### config.mk
export PLATFORM = sky130hd
export DESIGN_NAME = lfd_divider
export DESIGN_NICKNAME = d
export VERILOG_FILES = /design/src/pkg/lfd_pkg.sv /design/src/verilog/lfd_edge_sync.sv /design/src/verilog/lfd_divider.sv
export SDC_FILE = /design/constraint.sdc
export NUM_CORES = 1
export LEC_CHECK = 0
export BUFFER_PORTS_ARGS = -buffer_cell sky130_fd_sc_hd__buf_4
export CAP_MARGIN = 20
export CORE_ASPECT_RATIO = 2
export CORE_MARGIN = 2
export CORE_UTILIZATION = 40
export CTS_CLUSTER_DIAMETER = 200
export DETAILED_ROUTE_END_ITERATION = 6
export MAX_ROUTING_LAYER = met4
export PLACE_DENSITY_LB_ADDON = 0.12
export SLEW_MARGIN = 10
export SYNTH_ARGS = -nofsm -noshare
export SYNTH_HDL_FRONTEND = slang
export SYNTH_HIERARCHICAL = 1
export SYNTH_SLANG_ARGS = --single-unit
### constraint.sdc
create_clock -name clk_in -period 3.2 [get_ports clk_in]
set_input_delay 0.64 -clock clk_in [delete_from_list [all_inputs] [get_ports clk_in]]
set_output_delay 0.64 -clock clk_in [all_outputs]
set_load 0.05 [all_outputs]
### src/pkg/lfd_pkg.sv
// Package with constants for the line frequency divider.
package lfd_pkg;

  localparam int unsigned LFD_MOD_LARGE_DEF = 60;
  localparam int unsigned LFD_MOD_SMALL_DEF = 50;
  localparam int unsigned LFD_CNT_W         = 12;
  localparam logic [11:0] LFD_CNT_RST       = 12'h000;
  localparam int unsigned LFD_SYNC_STAGES   = 2;

endpackage

### src/verilog/lfd_edge_sync.sv
// Two-stage synchroniser with falling-edge detection for the line clock pin.
`timescale 1ns/1ps
module lfd_edge_sync (
  input  wire logic clk_in,
  input  wire logic sys_rst_in,
  input  wire logic pin_in,
  output logic      level_out,
  output logic      fall_out
);

  typedef struct packed {
    logic meta;
    logic sync;
    logic prev;
  } lfd_sync_s;

  lfd_sync_s st;
  lfd_sync_s next_st;

  always_comb begin
    next_st      = st;
    next_st.meta = pin_in;
    next_st.sync = st.meta;
    next_st.prev = st.sync;
  end

  always_ff @(posedge clk_in or posedge sys_rst_in) begin
    if (sys_rst_in) begin
      st <= '0;
    end else begin
      st <= next_st;
    end
  end

  assign level_out = st.sync;
  assign fall_out  = st.prev & ~st.sync;

endmodule

### src/verilog/lfd_divider.sv
// Line frequency divider: counts falling line clock edges and forms the divided output.
//
// How it works
// Count rises by one on each line clock fall while enabled and not cleared.
// With enable low, line clock falls are ignored and the count holds.
// Clear high forces the count to zero, overriding clock and enable.
// Ratio choice low divides by the larger modulus of the variant.
// Ratio choice high divides by the smaller modulus of the variant.
// Enable driver must not drop enable in high phase and raise it in low.
// Enable driver should change enable only during the low clock phase.
// Output is a symmetric square wave for an even modulus; an odd modulus gives one extra high count.
// Count wraps to zero after modulus minus one on the next enabled fall.
`timescale 1ns/1ps
module lfd_divider #(
  parameter int unsigned MOD_LARGE = lfd_pkg::LFD_MOD_LARGE_DEF,
  parameter int unsigned MOD_SMALL = lfd_pkg::LFD_MOD_SMALL_DEF
) (
  input  wire logic                          clk_in,
  input  wire logic                          sys_rst_in,
  input  wire logic                          line_clk_in,
  input  wire logic                          count_en_in,
  input  wire logic                          clear_in,
  input  wire logic                          ratio_small_in,
  output logic [lfd_pkg::LFD_CNT_W-1:0]      count_out,
  output logic                               div_out
);

  localparam logic [lfd_pkg::LFD_CNT_W-1:0] MOD_L   = (lfd_pkg::LFD_CNT_W)'(MOD_LARGE);
  localparam logic [lfd_pkg::LFD_CNT_W-1:0] MOD_S   = (lfd_pkg::LFD_CNT_W)'(MOD_SMALL);
  localparam logic [lfd_pkg::LFD_CNT_W-1:0] MOD_MAX = (MOD_L > MOD_S) ? MOD_L : MOD_S;

  typedef struct packed {
    logic [lfd_pkg::LFD_CNT_W-1:0] cnt;
    logic                          en_s1;
    logic                          en_s2;
    logic                          clr_s1;
    logic                          clr_s2;
    logic                          sel_s1;
    logic                          sel_s2;
    logic                          en_hold;
    logic                          div;
  } lfd_state_s;

  lfd_state_s st;
  lfd_state_s next_st;
  logic       line_lvl;
  logic       line_fall;
  logic [lfd_pkg::LFD_CNT_W-1:0] modulus;
  logic [lfd_pkg::LFD_CNT_W-1:0] cnt_inc;

  ////////////////////////////////////////////////////////////////////////////////

  lfd_edge_sync u_line_sync (
    .clk_in     (clk_in),
    .sys_rst_in (sys_rst_in),
    .pin_in     (line_clk_in),
    .level_out  (line_lvl),
    .fall_out   (line_fall)
  );

  // Returns the high-half threshold: the output is high for the upper half of the count.
  function automatic logic [lfd_pkg::LFD_CNT_W-1:0] half_of(input logic [lfd_pkg::LFD_CNT_W-1:0] m);
    half_of = m >> 1;
  endfunction

  ////////////////////////////////////////////////////////////////////////////////

  always_comb begin
    next_st        = st;
    next_st.en_s1  = count_en_in;
    next_st.en_s2  = st.en_s1;
    next_st.clr_s1 = clear_in;
    next_st.clr_s2 = st.clr_s1;
    next_st.sel_s1 = ratio_small_in;
    next_st.sel_s2 = st.sel_s1;
    modulus        = st.sel_s2 ? MOD_S : MOD_L;
    cnt_inc        = st.cnt + 1'b1;
    // Enable is sampled while the line clock is low so a drop in the high phase cannot lose or add a count.
    if (!line_lvl) begin
      next_st.en_hold = st.en_s2;
    end
    if (st.clr_s2) begin
      next_st.cnt = lfd_pkg::LFD_CNT_RST;
    end else if (line_fall && st.en_hold) begin
      if (cnt_inc >= modulus) begin
        next_st.cnt = lfd_pkg::LFD_CNT_RST;
      end else begin
        next_st.cnt = cnt_inc;
      end
    end
    next_st.div = (next_st.cnt >= half_of(modulus));
  end

  always_ff @(posedge clk_in or posedge sys_rst_in) begin
    if (sys_rst_in) begin
      st <= '0;
    end else begin
      st <= next_st;
    end
  end

  assign count_out = st.cnt;
  assign div_out   = st.div;

  ////////////////////////////////////////////////////////////////////////////////

  a_clear_zero: assert property (@(posedge clk_in) disable iff (sys_rst_in)
    st.clr_s2
    |=>
    (st.cnt == '0))
    else $error("Count not zero after clear.");

  a_clear_holds: assert property (@(posedge clk_in) disable iff (sys_rst_in)
    (st.clr_s2 && $past(st.clr_s2))
    |->
    (st.cnt == '0))
    else $error("Count left zero while clear held.");

  a_clear_low_out: assert property (@(posedge clk_in) disable iff (sys_rst_in)
    st.clr_s2
    |=>
    !st.div)
    else $error("Divided output high after clear.");

  a_hold_disabled: assert property (@(posedge clk_in) disable iff (sys_rst_in)
    (!st.en_hold && !st.clr_s2)
    |=>
    $stable(st.cnt))
    else $error("Count moved while disabled.");

  a_step_one: assert property (@(posedge clk_in) disable iff (sys_rst_in)
    (line_fall && st.en_hold && !st.clr_s2 && (cnt_inc < modulus))
    |=>
    (st.cnt == $past(st.cnt) + 1'b1))
    else $error("Count did not step by one.");

  a_no_spurious: assert property (@(posedge clk_in) disable iff (sys_rst_in)
    (!line_fall && !st.clr_s2)
    |=>
    $stable(st.cnt))
    else $error("Count moved without a clock fall.");

  a_fall_pulse: assert property (@(posedge clk_in) disable iff (sys_rst_in)
    line_fall
    |=>
    !line_fall)
    else $error("Line clock fall seen twice.");

  a_wrap_zero: assert property (@(posedge clk_in) disable iff (sys_rst_in)
    (line_fall && st.en_hold && !st.clr_s2 && (cnt_inc >= modulus))
    |=>
    (st.cnt == '0))
    else $error("Count did not wrap.");

  a_large_mod: assert property (@(posedge clk_in) disable iff (sys_rst_in)
    (line_fall && st.en_hold && !st.clr_s2 && !st.sel_s2)
    |=>
    (st.cnt == (($past(st.cnt) >= MOD_L - 1'b1) ? '0 : $past(st.cnt) + 1'b1)))
    else $error("Large modulus not kept.");

  a_small_mod: assert property (@(posedge clk_in) disable iff (sys_rst_in)
    (line_fall && st.en_hold && !st.clr_s2 && st.sel_s2)
    |=>
    (st.cnt == (($past(st.cnt) >= MOD_S - 1'b1) ? '0 : $past(st.cnt) + 1'b1)))
    else $error("Small modulus not kept.");

  a_below_mod: assert property (@(posedge clk_in) disable iff (sys_rst_in)
    1'b1
    |->
    (st.cnt < MOD_MAX))
    else $error("Count beyond modulus.");

  a_out_square: assert property (@(posedge clk_in) disable iff (sys_rst_in)
    ##1
    (st.div == (st.cnt >= half_of($past(modulus))) || $changed(st.sel_s2)))
    else $error("Divided output not matching count half.");

  a_div_zero: assert property (@(posedge clk_in) disable iff (sys_rst_in)
    ((st.cnt == '0) && $stable(st.sel_s2))
    |->
    !st.div)
    else $error("Divided output high at count zero.");

  a_div_top: assert property (@(posedge clk_in) disable iff (sys_rst_in)
    ((st.cnt == modulus - 1'b1) && $stable(st.sel_s2))
    |->
    st.div)
    else $error("Divided output low at last count.");

  a_div_steady: assert property (@(posedge clk_in) disable iff (sys_rst_in)
    (!line_fall && !st.clr_s2 && $stable(st.sel_s2))
    |=>
    $stable(st.div))
    else $error("Divided output moved without a count.");

  a_en_sample: assert property (@(posedge clk_in) disable iff (sys_rst_in)
    line_lvl
    |=>
    (st.en_hold == $past(st.en_hold)))
    else $error("Enable sampled in high phase.");

  a_en_low_phase: assert property (@(posedge clk_in) disable iff (sys_rst_in)
    !line_lvl
    |=>
    (st.en_hold == $past(st.en_s2)))
    else $error("Enable not taken in low phase.");

  c_wrap: cover property (@(posedge clk_in) disable iff (sys_rst_in)
    line_fall && st.en_hold && !st.clr_s2 && (cnt_inc >= modulus));

  c_large_wrap: cover property (@(posedge clk_in) disable iff (sys_rst_in)
    line_fall && st.en_hold && !st.clr_s2 && !st.sel_s2 && (cnt_inc >= modulus));

  c_clear: cover property (@(posedge clk_in) disable iff (sys_rst_in)
    st.clr_s2 && (st.cnt != '0));

  c_small: cover property (@(posedge clk_in) disable iff (sys_rst_in)
    st.sel_s2 && $rose(st.div));

  c_hold: cover property (@(posedge clk_in) disable iff (sys_rst_in)
    line_fall && !st.en_hold);

endmodule

Yosys cells after proc, flatten, opt, wreduce, memory -nomap -nowiden
Index checks and enable logic that the tools add are counted.
W data, S select, Z words.
- flip-flop bits (word level): 23
- input port bits: 6
- output and inout bits: 13
- word-level logic and storage cells: 22
- add/sub/neg operators: 1
- order comparisons: 2
- muxes and demuxes: 4
- bitwise logic cells: 2
- reduce and logical (&&, ||, !) cells: 1
- operators by type and width (kind ; number):
    $mux W12 ; 3
    $add A12 B1 Y12 const B ; 1
    $ge A12 B5 Y1 ; 1
    $ge A12 B6 Y1 ; 1
    $mux W4 ; 1
    $and A1 B1 Y1 ; 1
    $logic_and A1 B1 Y1 ; 1
    $not A1 Y1 ; 1

Logic depth before layout (Yosys ltp)
- word-level depth: 6
- gate-level depth with buffers: 16
- depth with buffers taken out: 16

Hierarchy
The synthesis kept the hierarchy.
- by module, submodules not included (module ; times used ; cells each ; area each (um^2) ; sequential area each (um^2)):
    lfd_divider ; 1 ; 111 ; 1138.6 ; 500.5
    lfd_edge_sync ; 1 ; 5 ; 92.6 ; 75.1

Worst setup path after synthesis
Ideal clock, no wire load.
- path type: register -> register
- start: reg st, in the netlist count_out[0]
- end: reg st, in the netlist div_out
- setup time: 0.126 ns
- data arrival time: 3.410 ns
- data required time: 3.074 ns
- slack: -0.336 ns
- cell stages (with the launch flop): 17
- buffers on the path: 0
- clock period less this slack: 3.536 ns
- cells stage by stage: dfrtp_1 ha_1 inv_1 ha_1 a21bo_2 nand3_1 a221o_1 o211a_2 or3b_1 a21o_1 ha_1 nand2b_1 a21o_1 a21oi_1 nor3_1 o2bb2ai_1 a221o_1
- RTL lines (item ; line ; text):
    from (decl) ; lfd_divider.sv:44 ; lfd_state_s st;
    from (signal assigned) ; lfd_divider.sv:98 ; st <= next_st;

==> flow_summary.ini <==
[routing]
vias_per_cell = 5.55
drtIter0Drc = 8
wl_per_cell_um = 15.6
vias = 972
firstDrtPassIters = 4
drc = 0
ant_nets = 0
drt-total-wl_mm = 2.73

[grt]
grt_max_degree = 21
grt_first_pass_wirelength_mm = 4.67
grt_overflow = 0
grt_pass1_vias = 1038
grtUsageTotal_pct = 18.1
antenna_found_initial = 0

[worst_setup_path]
reg2regPathDepth = 16
crit_fanout = 4
worstSetupPathType = reg2reg
cp.arrival_ps = 3590
cp.required_ps = 3360
end_kind = flip-flop
cp-start-kind = flip-flop

[floorplanning]
io_pins = 19
die_w_um = 43.2
core_area_mm2 = 0.00294
die_h_um = 82.5
dieArea_mm2 = 0.00356
placementRows = 28
start_util_pct = 41.8

[cells_and_area]
layout.cells.non_filler = 175
ff_latch_area_um2 = 578
n_antenna_cell = 0
fillers = 268
layout.nets = 159
area_growth_pct = 27.4
multiInputGateArea_um2 = 589
drive_gt1_share_pct = 40.7

[synthesis]
yosysMostFrequentCell = dfrtp_1
synthSimpleGateAreaFrac_pct = 18.1
synth_xor_area_share_pct = 2.13
syn_nets = 129
synthTopCellsByArea = dfrtp_1, buf_4, ha_1
synth_top_family_by_area = simple AND/OR/NAND/NOR gates
ys_async_sr_fraction_pct = 100
synth_cells = 116
ys_warn_count = 6
ys_seq_elements = 23
synth.top_cell.area_share_pct = 46.7
synth_compound_area_share_pct = 14.9
avgSynthCellArea_um2 = 10.6
synth_cell_types = 38
synth_area_mm2 = 0.00123
ys.flop_type = dfrtp_1
yosysTopAreaCell = dfrtp_1
synth_edf_count = 0
ys_seq_area_share_pct = 46.7
synth_common_cells = dfrtp_1, buf_4, nand2_1
synth-adder-area-share_pct = 7.11
synthMuxAreaShare_pct = 0.915

[sta]
rsz0062_at_grt = true
finalCriticalPeriod_ps = 3440
hold_viol = 0
final_max_slew_viol_count = 0
post-route-period-util_pct = 107
setup_viol = 1
clock_skew_ps = 4.00
slew_headroom_pct = 48.4
setup-tns-final_ps = -237
fin_ws_ps = -237
holdWs_ps = 240
tightest_slew_ps = 774
timing.fmax_mhz = 291

[clock_network]
tritoncts = yes
postCtsSetupRepairBufs = 0
cts_root_buf = clkbuf_8
clk_path_buf_depth = 2
numCtsBuffers = 3
clk_latency_ps = 270
cts_max_level = 1
clk_pin_slew_ps = 90
cts.sinks = 23

[min_path]
hp-class = in2async

[place]
dpl_worst_slack_ps = -285
place_hpwl_mm = 2.16
gp_congestion = 0.811
port_buffers = 18
placed_cells = 171

[run_status]
outcome = finished with violations
violations = setup timing

[pwr]
power.total_mw = 0.545
p_leak_nw = 0.721
peakVddDrop_uv = 295
power_per_cell_area_mw_per_mm2 = 348

[flow_run]
drv_cap = 0
==> final timing paths <==
check | from | end | slack [ps]
worst max-delay path | count_out[0] | div_out | -240
worst min-delay path | sys_rst_in | u_line_sync/next_st[1] | 240
worst max register to register | count_out[0] | div_out | -240
worst min register to register | next_st[4] | st[4] | 360
max in group asynchronous | sys_rst_in | count_out[1] | 2150
min in group clk_in | next_st[4] | st[4] | 360
==> cell families (layout without fill, tap and decap cells) <==
logic type	after synthesis	after routing
mux	1	1
xor+xnor	3	3
flops	23	23
simple gates	38	38
fa+ha+maj	7	7
compound gates	25	25
buf+inv	19	48
==> registers in the layout (all words and copies together) (netlist names) <==
name / cells
u_line_sync/st: 1
next_st: 3
u_line_sync/next_st: 1
st: 4
count_out: 12
u_line_sync/level_out: 1
div_out: 1
==> per-stage QoR <==
step,area [um^2],util (%)
2_1_floorplan,1260,-
3_5_place_dp,1490,50.7
4_1_cts,1560,53.1
3_3_place_gp,1490,50.7
5_1_grt,1570,53.3
6_report,1570,53.3
==> where the power goes <==
group	internal (mW)	leakage, nW	switching [mW]	total, mW
sequential	0.298	0.295	0.00806	0.307
combinational	0.0242	0.404	0.0274	0.0516
clock	0.0881	0.0217	0.0990	0.187
total	0.411	0.721	0.134	0.545
==> layout make-up <==
class | count | area share (%)
well taps | 30 | 2.39
clock buffers | 3 | 2.63
repair buffers | 40 | 19.1
clock inverters | 1 | 0.478
flip-flops and latches | 23 | 36.8
multi-input cells | 74 | 37.6
inverters | 4 | 0.957
==> worst max-delay path, stage by stage (launching register included) <==
cell	delay [ps]
dfrtp_2	450
ha_4	280
inv_2	40
ha_4	200
a21bo_2	200
nand3_2	50
a221o_1	150
o211a_4	150
or3b_4	370
a21o_1	170
ha_1	270
nand2b_4	140
a21o_1	160
a21oi_2	170
nor3_2	50
o2bb2ai_1	140
a221o_1	310
==> repair_timing <==
action | 4_1_cts | 5_1_grt
endpoints found under the setup margin | 1 | 1
gates cloned | 0 | 0
endpoints found under the hold margin | 0 | 0
gates resized for setup | 5 | 1
hold buffers | 0 | 0
==> cells in the final DEF, fill, tap and decap left out, drive strengths merged, types with 2 or more instances in the layout <==
master,n
nand4,3
a21boi,2
a21oi,7
o21ai,2
and2,6
nand2,9
nor3,6
xor2,2
dfrtp,23
a21o,2
ha,7
nand3,5
buf,40
clkbuf,3
o211a,2
inv,4
a22o,2
a221o,2
nor2b,2
==> metal layers <==
layer  up-vias  part of all wire (%)  wire length (um)  global-route usage, %
li1        463                     -                 -                      -
met4         0                   3.6                97                   9.09
met3        11                   2.7                74                   2.39
met2        20                    58              1570                   34.3
met1       478                    36               984                   17.3
met5         -                     0                 0                      -
No activity file was read; power rests on OpenSTA's default activity.
